**src/cbsu_consts.svh**
```systemverilog
// constant definitions for the conditional branch and skip unit
`ifndef CBSU_CONSTS_SVH
`define CBSU_CONSTS_SVH

// ==========================================================
// status flag bit positions
`define CBSU_FLAG_C          3'd0
`define CBSU_FLAG_Z          3'd1
`define CBSU_FLAG_N          3'd2
`define CBSU_FLAG_V          3'd3
`define CBSU_FLAG_S          3'd4
`define CBSU_FLAG_H          3'd5
`define CBSU_FLAG_T          3'd6

// ==========================================================
// program counter steps
`define CBSU_PC_STEP         16'h0001
`define CBSU_SKIP_ONE_WORD   16'h0002
`define CBSU_SKIP_TWO_WORD   16'h0003

// ==========================================================
// cycle costs
`define CBSU_COST_ONE        2'h1
`define CBSU_COST_TWO        2'h2
`define CBSU_COST_THREE      2'h3

// ==========================================================
// register byte addresses and fields
`define CBSU_ADDR_CTRL       8'h00
`define CBSU_ADDR_STATUS     8'h04
`define CBSU_ADDR_COUNT      8'h08
`define CBSU_CTRL_EN_BIT     0
`define CBSU_CTRL_RESET      1'b1
`define CBSU_STATUS_BUSY_BIT 0
`define CBSU_STATUS_TAKEN_BIT 1

`endif

```
**src/cbsu_pkg.sv**
```systemverilog
// types shared by the conditional branch and skip unit
package cbsu_pkg;

    // ==========================================================
    // instruction codes
    typedef enum logic [4:0] {
        OP_SKIP_IO_CLEAR        = 5'h00,
        OP_IO_BIT_SET_SKIP      = 5'h01,
        OP_BRANCH_FLAG_SET      = 5'h02,
        OP_BRANCH_FLAG_CLEAR    = 5'h03,
        OP_BRANCH_ON_EQUAL      = 5'h04,
        OP_BRANCH_ON_UNEQUAL    = 5'h05,
        OP_BRANCH_CARRY_SET     = 5'h06,
        OP_BRANCH_CARRY_CLEAR   = 5'h07,
        OP_BRANCH_UNSIGNED_GE   = 5'h08,
        OP_BRANCH_UNSIGNED_LT   = 5'h09,
        OP_BRANCH_NEGATIVE      = 5'h0a,
        OP_BRANCH_NONNEGATIVE   = 5'h0b,
        OP_BRANCH_SIGNED_GE     = 5'h0c,
        OP_BRANCH_SIGNED_LT     = 5'h0d,
        OP_BRANCH_HALFCARRY_SET = 5'h0e,
        OP_BRANCH_HALFCARRY_CLR = 5'h0f,
        OP_BRANCH_TRANSFER_SET  = 5'h10
    } cbsu_op_t;

    // ==========================================================
    // control states, one-hot
    typedef enum logic [1:0] {
        ST_IDLE = 2'b01,
        ST_BUSY = 2'b10
    } cbsu_state_t;

    // ==========================================================
    // instruction as issued by decode
    typedef struct packed {
        cbsu_op_t    op;
        logic [2:0]  bit_index;
        logic [6:0]  offset;
        logic        next_two_word;
        logic [15:0] pc;
    } cbsu_insn_t;

    // ==========================================================
    // complete register state of the unit
    typedef struct packed {
        cbsu_state_t fsm;
        logic [1:0]  cnt;
        cbsu_insn_t  insn;
        logic [7:0]  flags;
        logic [7:0]  io;
        logic        taken;
        logic        done;
        logic [15:0] pc_value;
        logic        enable;
        logic [15:0] taken_count;
        logic        ack;
        logic [31:0] rdat;
    } cbsu_regs_t;

endpackage

```
**src/cbsu_cond.sv**
```systemverilog
// condition evaluation for branch and skip instructions
`timescale 1ns/1ps
`include "cbsu_consts.svh"

module cbsu_cond (
    // instruction operands
    input  wire cbsu_pkg::cbsu_op_t op,
    input  wire logic [2:0]         bit_index,
    // tested state
    input  wire logic [7:0]         flags,
    input  wire logic [7:0]         io_byte,
    // result
    output logic                    taken,
    output logic                    is_skip
);
    import cbsu_pkg::*;

    // ==========================================================
    // condition select
    always_comb
    begin
        is_skip = 1'b0;
        case (op)
            OP_SKIP_IO_CLEAR:
            begin
                taken   = ~io_byte[bit_index];
                is_skip = 1'b1;
            end
            OP_IO_BIT_SET_SKIP:
            begin
                taken   = io_byte[bit_index];
                is_skip = 1'b1;
            end
            OP_BRANCH_FLAG_SET:      taken = flags[bit_index];
            OP_BRANCH_FLAG_CLEAR:    taken = ~flags[bit_index];
            OP_BRANCH_ON_EQUAL:      taken = flags[`CBSU_FLAG_Z];
            OP_BRANCH_ON_UNEQUAL:    taken = ~flags[`CBSU_FLAG_Z];
            OP_BRANCH_CARRY_SET:     taken = flags[`CBSU_FLAG_C];
            OP_BRANCH_CARRY_CLEAR:   taken = ~flags[`CBSU_FLAG_C];
            OP_BRANCH_UNSIGNED_GE:   taken = ~flags[`CBSU_FLAG_C];
            OP_BRANCH_UNSIGNED_LT:   taken = flags[`CBSU_FLAG_C];
            OP_BRANCH_NEGATIVE:      taken = flags[`CBSU_FLAG_N];
            OP_BRANCH_NONNEGATIVE:   taken = ~flags[`CBSU_FLAG_N];
            OP_BRANCH_SIGNED_GE:     taken = ~(flags[`CBSU_FLAG_N] ^ flags[`CBSU_FLAG_V]);
            OP_BRANCH_SIGNED_LT:     taken = flags[`CBSU_FLAG_N] ^ flags[`CBSU_FLAG_V];
            OP_BRANCH_HALFCARRY_SET: taken = flags[`CBSU_FLAG_H];
            OP_BRANCH_HALFCARRY_CLR: taken = ~flags[`CBSU_FLAG_H];
            OP_BRANCH_TRANSFER_SET:  taken = flags[`CBSU_FLAG_T];
            default:                 taken = 1'b0;
        endcase
    end

endmodule

```
**src/cbsu_top.sv**
```systemverilog
// conditional branch and skip unit with its register slave
// ==========================================================
`timescale 1ns/1ps
`include "cbsu_consts.svh"

module cbsu_top (
    // clock and reset
    input  wire logic                 core_clk,
    input  wire logic                 rst_n,
    // instruction issue
    input  wire logic                 insn_valid,
    input  wire cbsu_pkg::cbsu_insn_t insn,
    output logic                      insn_ready,
    // tested state
    input  wire logic [7:0]           status_flags_register,
    input  wire logic [7:0]           io_byte,
    // program counter update
    output logic                      pc_load,
    output logic [15:0]               pc_value,
    output logic                      flags_we,
    // wishbone slave
    input  wire logic                 wb_cyc_i,
    input  wire logic                 wb_stb_i,
    input  wire logic                 wb_we_i,
    input  wire logic [7:0]           wb_adr_i,
    input  wire logic [3:0]           wb_sel_i,
    input  wire logic [31:0]          wb_dat_i,
    output logic [31:0]               wb_dat_o,
    output logic                      wb_ack_o
);
    import cbsu_pkg::*;

    cbsu_regs_t q;
    cbsu_regs_t next_q;
    logic       cond_taken;
    logic       cond_skip;
    logic       accept;
    logic [1:0] cost;
    logic [15:0] target;

    // ==========================================================
    // helpers
    function automatic logic [15:0] rel_target(input logic [15:0] pc, input logic [6:0] k);
        return pc + {{9{k[6]}}, k} + `CBSU_PC_STEP;
    endfunction

    function automatic logic [15:0] skip_target(input logic [15:0] pc, input logic two_word);
        return pc + (two_word ? `CBSU_SKIP_TWO_WORD : `CBSU_SKIP_ONE_WORD);
    endfunction

    // ==========================================================
    // condition evaluation
    cbsu_cond u_cond (
        .op        (insn.op),
        .bit_index (insn.bit_index),
        .flags     (status_flags_register),
        .io_byte   (io_byte),
        .taken     (cond_taken),
        .is_skip   (cond_skip)
    );

    // issue handshake and flag write enable
    assign insn_ready = (q.fsm == ST_IDLE) && q.enable;
    assign accept     = insn_valid && insn_ready;
    assign flags_we   = 1'b0;

    // ==========================================================
    // next pc and cycle cost
    always_comb
    begin
        if (!cond_taken)
        begin
            cost   = `CBSU_COST_ONE;
            target = insn.pc + `CBSU_PC_STEP;
        end
        else if (cond_skip)
        begin
            cost   = insn.next_two_word ? `CBSU_COST_THREE : `CBSU_COST_TWO;
            target = skip_target(insn.pc, insn.next_two_word);
        end
        else
        begin
            cost   = `CBSU_COST_TWO;
            target = rel_target(insn.pc, insn.offset);
        end
    end

    // ==========================================================
    // state update
    always_comb
    begin
        next_q      = q;
        next_q.done = 1'b0;
        case (q.fsm)
            ST_IDLE:
            begin
                if (accept)
                begin
                    next_q.insn     = insn;
                    next_q.flags    = status_flags_register;
                    next_q.io       = io_byte;
                    next_q.taken    = cond_taken;
                    next_q.pc_value = target;
                    if (cond_taken)
                        next_q.taken_count = q.taken_count + 16'h0001;
                    if (cost == `CBSU_COST_ONE)
                        next_q.done = 1'b1;
                    else
                    begin
                        next_q.fsm = ST_BUSY;
                        next_q.cnt = cost - `CBSU_COST_ONE;
                    end
                end
            end
            ST_BUSY:
            begin
                next_q.cnt = q.cnt - `CBSU_COST_ONE;
                if (q.cnt == `CBSU_COST_ONE)
                begin
                    next_q.done = 1'b1;
                    next_q.fsm  = ST_IDLE;
                end
            end
            default: next_q.fsm = ST_IDLE;
        endcase
        // wishbone: ack one cycle after request, writes land on the ack edge
        next_q.ack = wb_cyc_i && wb_stb_i && !q.ack;
        if (wb_cyc_i && wb_stb_i && !q.ack)
        begin
            case (wb_adr_i)
                `CBSU_ADDR_CTRL:   next_q.rdat = {31'h0, q.enable};
                `CBSU_ADDR_STATUS: next_q.rdat = {30'h0, q.taken, q.fsm == ST_BUSY};
                `CBSU_ADDR_COUNT:  next_q.rdat = {16'h0, q.taken_count};
                default:           next_q.rdat = 32'h0;
            endcase
        end
        if (wb_cyc_i && wb_stb_i && wb_we_i && q.ack && wb_sel_i[0] && wb_adr_i == `CBSU_ADDR_CTRL)
            next_q.enable = wb_dat_i[`CBSU_CTRL_EN_BIT];
    end

    // state register
    always_ff @(posedge core_clk)
    begin
        if (!rst_n)
        begin
            q        <= '0;
            q.fsm    <= ST_IDLE;
            q.enable <= `CBSU_CTRL_RESET;
        end
        else
            q <= next_q;
    end

    // outputs
    assign pc_load  = q.done;
    assign pc_value = q.pc_value;
    assign wb_dat_o = q.rdat;
    assign wb_ack_o = q.ack;

    logic [15:0] chk_seq;
    logic [15:0] chk_rel;
    logic [15:0] chk_skip;
    logic        chk_nv;
    assign chk_seq  = q.insn.pc + `CBSU_PC_STEP;
    // targets worked out independently of the helpers used by the datapath
    assign chk_rel  = q.insn.pc + {{9{q.insn.offset[6]}}, q.insn.offset} + `CBSU_PC_STEP;
    assign chk_skip = q.insn.pc + (q.insn.next_two_word ? `CBSU_SKIP_TWO_WORD : `CBSU_SKIP_ONE_WORD);
    assign chk_nv   = q.flags[`CBSU_FLAG_N] ^ q.flags[`CBSU_FLAG_V];
endmodule

```
**config.mk**
```make
export PLATFORM = sky130hd
export DESIGN_NAME = cbsu_top
export DESIGN_NICKNAME = d
export VERILOG_FILES = /design/src/cbsu_pkg.sv /design/src/cbsu_cond.sv /design/src/cbsu_top.sv
export VERILOG_INCLUDE_DIRS = /design/src
export SDC_FILE = /design/constraint.sdc
export NUM_CORES = 1
export LEC_CHECK = 0
export BUFFER_PORTS_ARGS = -buffer_cell sky130_fd_sc_hd__buf_4
export CORE_MARGIN = 5
export CORE_UTILIZATION = 52
export CTS_CLUSTER_DIAMETER = 80
export CTS_CLUSTER_SIZE = 12
export DETAILED_ROUTE_END_ITERATION = 8
export PLACE_DENSITY = 0.82
export SLEW_MARGIN = 20
export SYNTH_ARGS = -nofsm -noshare
export SYNTH_HDL_FRONTEND = slang
export SYNTH_SLANG_ARGS = --single-unit
```
**constraint.sdc**
```tcl
create_clock -name core_clk -period 3.85 [get_ports core_clk]
set_clock_uncertainty 0.2 [all_clocks]
set_input_delay 0.77 -clock core_clk [delete_from_list [all_inputs] [get_ports core_clk]]
set_output_delay 0.77 -clock core_clk [all_outputs]
set_load 0.03 [all_outputs]
```
Word level (Yosys, flattened, before mapping)
Cells that the tools add are included.
{ "op_classes": {"add_sub_neg": 7, "n_reduce_logical": 19, "bitwise_logic": 8, "n_eq_ne": 25, "order_cmp": 1, "mux": 21} }
{ "op_table": {"columns": ["operator", "n"], "rows": [
  ["$mux W70", 1],
  ["$add A16 B1 Y16 const B", 3],
  ["$pmux W16 S3", 1],
  ["$eq A5 B4 Y1 const B", 8],
  ["$mux W16", 2],
  ["$eq A5 B3 Y1 const B", 4],
  ["$add A16 B16 Y16", 1],
  ["$add A16 B2 Y16", 1],
  ["$pmux W1 S15", 1],
  ["$eq A5 B2 Y1 const B", 2],
  ["$reduce_and A3 Y1", 3],
  ["$eq A8 B3 Y1 const B", 1],
  ["$eq A8 B4 Y1 const B", 1],
  ["$logic_and A1 B1 Y1", 8],
  ["$logic_not A8 Y1", 1],
  ["$mux W1", 8],
  ["$pmux W2 S2", 2],
  ["$not A1 Y1", 7],
  ["$bmux W1 S3", 2],
  ["$eq A2 B1 Y1 const B", 3],
  ["$ne A2 B2 Y1 const B", 3],
  ["$reduce_or A2 Y1", 3],
  ["$eq A5 B1 Y1 const B", 1],
  ["$eq A5 B5 Y1 const B", 1],
  ["other kinds (11)", 13]
]} }
{ "totals": {"reg_bits": 120, "in_bits": 98, "elab_cells": 97, "output_inout_bits": 52} }

Longest topological paths before layout
Gate-level depths: netlist (run 1).
{ "logic_depth": {"ltp_word": 9, "ltp_mapped": 10, "ltp_nobuf": 10} }

By module
A second synthesis (run 1) with hierarchy kept.
{ "hier_totals": {"hier_cells": 567, "area_unflattened_um2": 4460.5} }
{ "modules_own_cells": {"columns": ["module", "cells_each", "area_each_um2", "seq_area_each_um2", "n_inst"], "rows": [
  ["cbsu_top", 533, 4117.7, 1121.1, 1],
  ["cbsu_cond", 34, 342.8, 0.0, 1]
]} }

Least setup slack after synthesis (run 1)
OpenSTA, ideal clock, no wires.
{ "synth_timing": {"kind": "input to register", "start": "input insn[25] (netlist name)", "end": "register q (netlist bit pc_value[5])", "required_ps": 3533, "arrival_ps": 2789, "cell_stages": 8, "setup_slack_ps": 744, "n_path_buf": 1, "setup_ps": 117, "cell_sequence": "mux4_1 -> mux2i_1 -> mux2i_1 -> nand4_1 -> nor2_1 -> buf_2 -> nand2_1 -> a32o_1"} }
{ "synth_between": {"elab_chain_cells": 5, "word_cells_on_any_way": 8, "classes_between": "mux: 6; bitwise: 2"} }
{ "synth_rtl": {"columns": ["element", "line", "text"], "rows": [
  ["start: declaration", "cbsu_top.sv:12", "input wire cbsu_pkg::cbsu_insn_t insn,"],
  ["$bmux W1 S3, on equally long branches", null, null],
  ["$mux W1, on equally long branches", null, null],
  ["$not A1 Y1, on equally long branches", "cbsu_cond.sv:35, cbsu_cond.sv:26", null],
  ["$pmux W1 S15 *", "cbsu_cond.sv:23", "case (op)"],
  ["$mux W16 *", "cbsu_top.sv:71", "if (!cond_taken)"],
  ["end signal: assignment", "cbsu_top.sv:151", "q <= next_q;"],
  ["end: declaration", "cbsu_top.sv:33", "cbsu_regs_t q;"]
]} }
Mark *: on every way between the ends. The rest lies on a longest branch, timed or not. The select of a mux whose other input is x is not followed.
A chain may end at the register's enable or synchronous reset.

Final worst setup path (run 1)
{ "layout_timing": {"start": "input insn[25] (netlist name)", "end": "register q[117] (netlist name)"} }
{ "layout_between": {"elab_chain_cells": 9, "word_cells_on_any_way": 15, "classes_between": "add/sub: 1; eq/ne: 2; mux: 9; bitwise: 2; reduce/logical: 1"} }
{ "layout_rtl": {"columns": ["element", "line", "text"], "rows": [
  ["$bmux W1 S3, on equally long branches", null, null],
  ["$mux W1, on equally long branches", null, null],
  ["$not A1 Y1, on equally long branches", "cbsu_cond.sv:35, cbsu_cond.sv:26", null],
  ["$pmux W1 S15 *", "cbsu_cond.sv:23", null],
  ["$mux W2 *", "cbsu_top.sv:71", null],
  ["$sub A2 B1 Y2 (no source line)", null, null],
  ["$mux W4", "cbsu_top.sv:106", "if (cost == `CBSU_COST_ONE)"],
  ["$mux W70", "cbsu_top.sv:97", "if (accept)"],
  ["$pmux W2 S2", "cbsu_top.sv:94", "case (q.fsm)"]
]} }
Marks and branches as above.

==> impl_metrics.ini, run 1 <==
[yosys]
async_flop_share_pct = 0
yosys.area.top_type = dfxtp_1
synth.top_cell.area_share_pct = 24.5
yosys_most_used_dff = dfxtp_1
synth_edf_count = 0
postSynthCellCount = 571
synthesis.area_sq_um = 4580
ys_warn_count = 0
synth_area_leaders = dfxtp_1, buf_4, ha_1, xnor2_1, nand2_1
ys_seq_area_share_pct = 24.5
synth.distinct_cells = 61
synth_area_per_cell_sq_um = 8.02
synth.ff_latch_count = 56

[floorplan]
dieArea_sq_um = 10800
die_x_microns = 104
rows = 34
dieHeight_microns = 104
ios = 150
coreArea_sq_um = 8640
start_util_pct = 53.1

[min_path]
min_to = pc_value[2]
hold_depth = 2
min_from = pc_value[2]
hp-class = reg -> reg

[drt]
firstDrtPassIters = 5
antenna_left = 0
drtIter0Drc = 240
wirelength_microns = 11800
num_vias = 4355
drc = 0
avgViaCountPerCell = 5.93
wl_per_cell_microns = 16.0

[sta]
hold_viol_final = 0
finalSetupViolations = 0
tns_ps = 0
slew_headroom_pct = 34.9
period_needed_ps = 3160
worst_pin_slew_ps = 973
post-route-period-util_pct = 82.1
drv_slew = 0
max_freq_mhz = 316
rsz0062_at_grt = false

[global_routing]
grt_pass1_wl_microns = 20000
gr-total-overflow = 0
grt_usage_pct = 21.2
grt_start_max_net_pins = 36
grt_pass1_vias = 4377
antenna_found_initial = 0

[clock_network]
cts_root_buf = clkbuf_8
cts_tree = yes
cts_buffer_depth = 2
clock_latency_ps = 320
cts_hold_buffers = 0
cts_buffers = 5
h-tree-depth = 2
cts-resized-gates = 0
cts.sink_count = 56
postCtsSetupBuffers = 0
clk_pin_slew_ps = 100

[worst_setup_path]
path_cells = buf_4 > mux4_1 > mux2i_1 > mux2i_1 > nand4_1 > o21ai_1 > a21oi_1 > a221oi_1
crit_path_end_kind = flip-flop
crit_required_ps = 3870
start_kind = primary input
cpMostUsedCell = mux2i_1
r2r_start = q[119]
slowest_stage = o21ai_1
reg2reg_to = q[45]
r2r_cells = 6
critPathMaxStageDelay_ps = 580
crit_arrival_ps = 3180
path_max_fanout = 7
critPathKind = in -> reg
r2r_setup_slack_ps = 1340

[cells_and_area]
fillerInstances = 779
syn2layout_area_growth_pct = 13.6
antenna_cells = 0
nets = 747
drive_above_1_share_pct = 20.4

[place]
place_hpwl_microns = 9030
gp_congestion = 0.949
buffer_ports.inserted = 98

[power_and_ir_drop]
powerDensity_nw_per_um2 = 289
ir_drop_uv = 177
power_leakage_nw = 2.10
total_power_mw = 1.51

[run_status]
status = finished, final reports clean

[flow_run]
drv_cap = 0
## layout make-up
type / count / area (sq um) / share of cell area [%]
clock inverter: 3 / 22.5 / 0.433
clock buffer: 5 / 68.8 / 1.32
tap: 108 / 135 / 2.60
inverter: 19 / 71.3 / 1.37
multi-input combinational: 437 / 2980 / 57.3
sequential: 56 / 1120 / 21.5
timing repair buffer: 107 / 803 / 15.4
## worst max path at each step
| stage | startpoint | to | slack (ps) |
|---|---|---|---|
| finish | insn[25] | q[117] | 690 |
| global route | insn[25] | q[117] | 510 |
| CTS | insn[0] | pc_value[14] | 730 |
| detailed placement | insn[25] | q[117] | 400 |
| global placement | insn[0] | pc_value[14] | 440 |
| floorplan | insn[25] | pc_value[5] | 740 |
## cells in the mapped netlist, drive strengths merged, types with 4 or more instances
master and number:
buf 57, dfxtp 56, nand2 55, nor2 46, a21oi 34, o21ai 33
xnor2 26, ha 22, nand3 22, xor2 19, clkbuf 18, inv 18
a22oi 16, nor3 13, and3 12, nor4 8, o21a 8, a32o 7
nand4 7, a2111oi 6, mux2i 6, o211ai 6, a31oi 5, nor2b 5
a21o 4, and2 4, mux4 4, o31a 4, o31ai 4
## cell families after synthesis
group,after synthesis,share of synthesized area (%)
other cells,1,0.0818
xor+xnor,45,8.60
flops,56,24.5
fa+ha+maj,23,6.44
compound gates,152,24.7
buf+inv,94,12.0
simple gates,190,20.1
mux,10,3.60
## power breakdown
part           total, mW  switching (mW)  internal (mW)
registers          0.630          0.0201          0.610
clock network      0.338           0.207          0.131
logic              0.538           0.322          0.216
## worst max-delay path, delay by kind of cell
family / cells / cell delay [ps]
AO/OA/AOI/OAI: 3 / 990
buffers and inverters: 1 / 100
multiplexers: 3 / 1000
AND/OR/NAND/NOR: 1 / 320
## placed cells by master, fill, tap and decap left out, types with 4 or more instances in the layout
master	instances
a21oi_1	33
a32o_1	7
a31oi_1	5
o21ai_0	32
a21o_1	4
dfxtp_1	56
inv_1	18
mux4_1	4
nor4_1	6
buf_4	107
nand4_1	7
and2_1	4
o21a_1	8
xor2_1	19
ha_1	22
o31ai_1	4
conb_1	17
clkbuf_8	5
nor2_1	46
and3_1	12
o211ai_1	6
mux2i_1	6
a2111oi_4	5
nor3_1	13
nor2b_1	5
a22oi_1	16
o31a_1	4
nand3_1	22
xnor2_1	26
nand2_1	55
## sequential cells by signal, summed over array words and instances, names as in the netlist
register	cells
q	22
pc_value	16
wb_dat_o	16
pc_load	1
wb_ack_o	1
## through the flow
stage | hold slack, ps | cells | setup slack [ps] | area [sq um] | util (%)
floorplan | 226 | 587 | 744 | 4640 | -
global placement | 244 | 727 | 436 | 5110 | 59.2
detailed placement | 258 | 727 | 401 | 5110 | 59.2
CTS | 283 | 735 | 731 | 5200 | 60.3
global route | 292 | 735 | 511 | 5200 | 60.3
finish | 270 | 735 | 690 | 5200 | 60.3
## per-layer routing
metal / track usage, % / share of wire (%)
met5: 0 / 0
met4: 6.48 / 1.4
met3: 4.90 / 7.9
met2: 36.7 / 49
met1: 26.1 / 42
Power figures use the tool's default switching activity.
==> inputs of run 2 (changes only) <==
--- a/config.mk
+++ b/config.mk
@@ -8,11 +8,11 @@
 export LEC_CHECK = 0
 export BUFFER_PORTS_ARGS = -buffer_cell sky130_fd_sc_hd__buf_4
 export CORE_MARGIN = 5
-export CORE_UTILIZATION = 52
+export CORE_UTILIZATION = 47
 export CTS_CLUSTER_DIAMETER = 80
 export CTS_CLUSTER_SIZE = 12
 export DETAILED_ROUTE_END_ITERATION = 8
-export PLACE_DENSITY = 0.82
+export PLACE_DENSITY = 0.78
 export SLEW_MARGIN = 20
 export SYNTH_ARGS = -nofsm -noshare
 export SYNTH_HDL_FRONTEND = slang
==> constraint.sdc (replaced) <==
create_clock -name core_clk -period 2.8 [get_ports core_clk]
set_clock_uncertainty 0.2 [all_clocks]
set_input_delay 0.56 -clock core_clk [delete_from_list [all_inputs] [get_ports core_clk]]
set_output_delay 0.56 -clock core_clk [all_outputs]
set_load 0.03 [all_outputs]
==> impl_metrics.ini, run 2 (synthesized netlist as in run 1, its figures left out) <==
[drt]
num_vias = 4589
wl_per_cell_microns = 14.7
firstDrtPassIters = 5
wirelength_microns = 12200
drc = 0
antenna_left = 0
avgViaCountPerCell = 5.56
drtIter0Drc = 453

[run_status]
status = finished, final reports clean

[floorplan]
die_x_microns = 109
dieHeight_microns = 109
ios = 150
dieArea_sq_um = 11800
start_util_pct = 47.5
coreArea_sq_um = 9640
rows = 36

[cells_and_area]
antenna_cells = 0
fin_area_sq_um = 5820
final_common_cell = buf_4
syn2layout_area_growth_pct = 26.9
post-route-util_pct = 60.3
regMostFlops = q
largest_reg_flops = 22
layout_common_cells = buf_4, dfxtp_1, nand2_1, nor2_1, a21oi_1
drive_above_1_share_pct = 28.6
stdcell_count = 826
nets = 813

[sta]
tns_ps = 0
drv_slew = 0
fin_ws_ps = 119
max_freq_mhz = 373
hold_viol_final = 0
period_needed_ps = 2680
slew_headroom_pct = 42.1
finalSetupViolations = 0
worst_pin_slew_ps = 865
hold_slack_ps = 263
post-route-period-util_pct = 95.7

[clock_network]
cts_buffers = 5
clk_pin_slew_ps = 100
cts.sink_count = 56
cts_buffer_depth = 2
clock_latency_ps = 300
h-tree-depth = 2
cts_hold_buffers = 0
cts_tree = yes
cts_root_buf = clkbuf_8

[worst_setup_path]
crit_arrival_ps = 2740
path_max_fanout = 19
start_kind = primary input
slowest_stage = mux4_1
path_cells = buf_4 > mux4_1 > mux2i_1 > xor2_1 > buf_4 > and2_1 > nor2_2 > buf_12 > nor4_1 > a221o_1
crit_required_ps = 2860
crit_path_end_kind = flip-flop
critPathMaxStageDelay_ps = 540
critPathKind = in -> reg
cpMostUsedCell = buf_4

[place]
place_hpwl_microns = 9700
place_area_sq_um = 5690
gp_congestion = 0.855
buffer_ports.inserted = 98
pre_cts_slack_ps = -256
place_inst = 817

[global_routing]
antenna_found_initial = 0
grt_pass1_vias = 4388
grt_start_max_net_pins = 35
gr-total-overflow = 0
grt_usage_pct = 20.4
grt_pass1_wl_microns = 19900

[power_and_ir_drop]
power_leakage_nw = 2.45
powerDensity_nw_per_um2 = 390
ir_drop_uv = 255
total_power_mw = 2.27

[min_path]
hp-class = in -> reg

[flow_run]
drv_cap = 0
-- run 2: per-layer routing --
layer	track usage [%]	vias to the layer above	routed length (microns)
met3	2.96	20	757
met4	5.50	0	228
met5	0	-	0
met1	26.4	2162	5300
met2	35.4	152	5900
li1	-	2255	-
-- run 2: power breakdown --
part	internal [mW]	switching (mW)	total, mW
registers	0.839	0.0287	0.868
logic	0.388	0.471	0.859
clock network	0.271	0.269	0.539
total	1.50	0.769	2.27
-- run 2: final timing paths --
check,from,endpoint,slack [ps],cells past startpoint
worst max-delay path,insn[24],pc_value[12],120,10
worst min-delay path,wb_dat_i[0],q[49],260,3
worst max register to register,q[119],pc_value[12],480,7
worst min register to register,pc_value[6],pc_value[6],270,2
-- run 2: worst max-delay path, delay by kind of cell --
family / cells / cell delay [ps]
AO/OA/AOI/OAI: 1 / 160
AND/OR/NAND/NOR: 3 / 640
buffers and inverters: 3 / 400
multiplexers: 2 / 750
XOR/XNOR: 1 / 240
-- run 2: area by class of cell --
class / count / area (sq um)
sequential: 56 / 1120
timing repair buffer: 173 / 1350
clock buffer: 6 / 72.6
multi-input combinational: 437 / 2990
inverter: 19 / 71.3
fill: 875 / 3820
clock inverter: 2 / 38.8
tap: 133 / 166
-- run 2: what timing repair did --
action	CTS	global route
resized for setup	0	6
buffers inserted	0	1
setup endpoints to repair	0	9
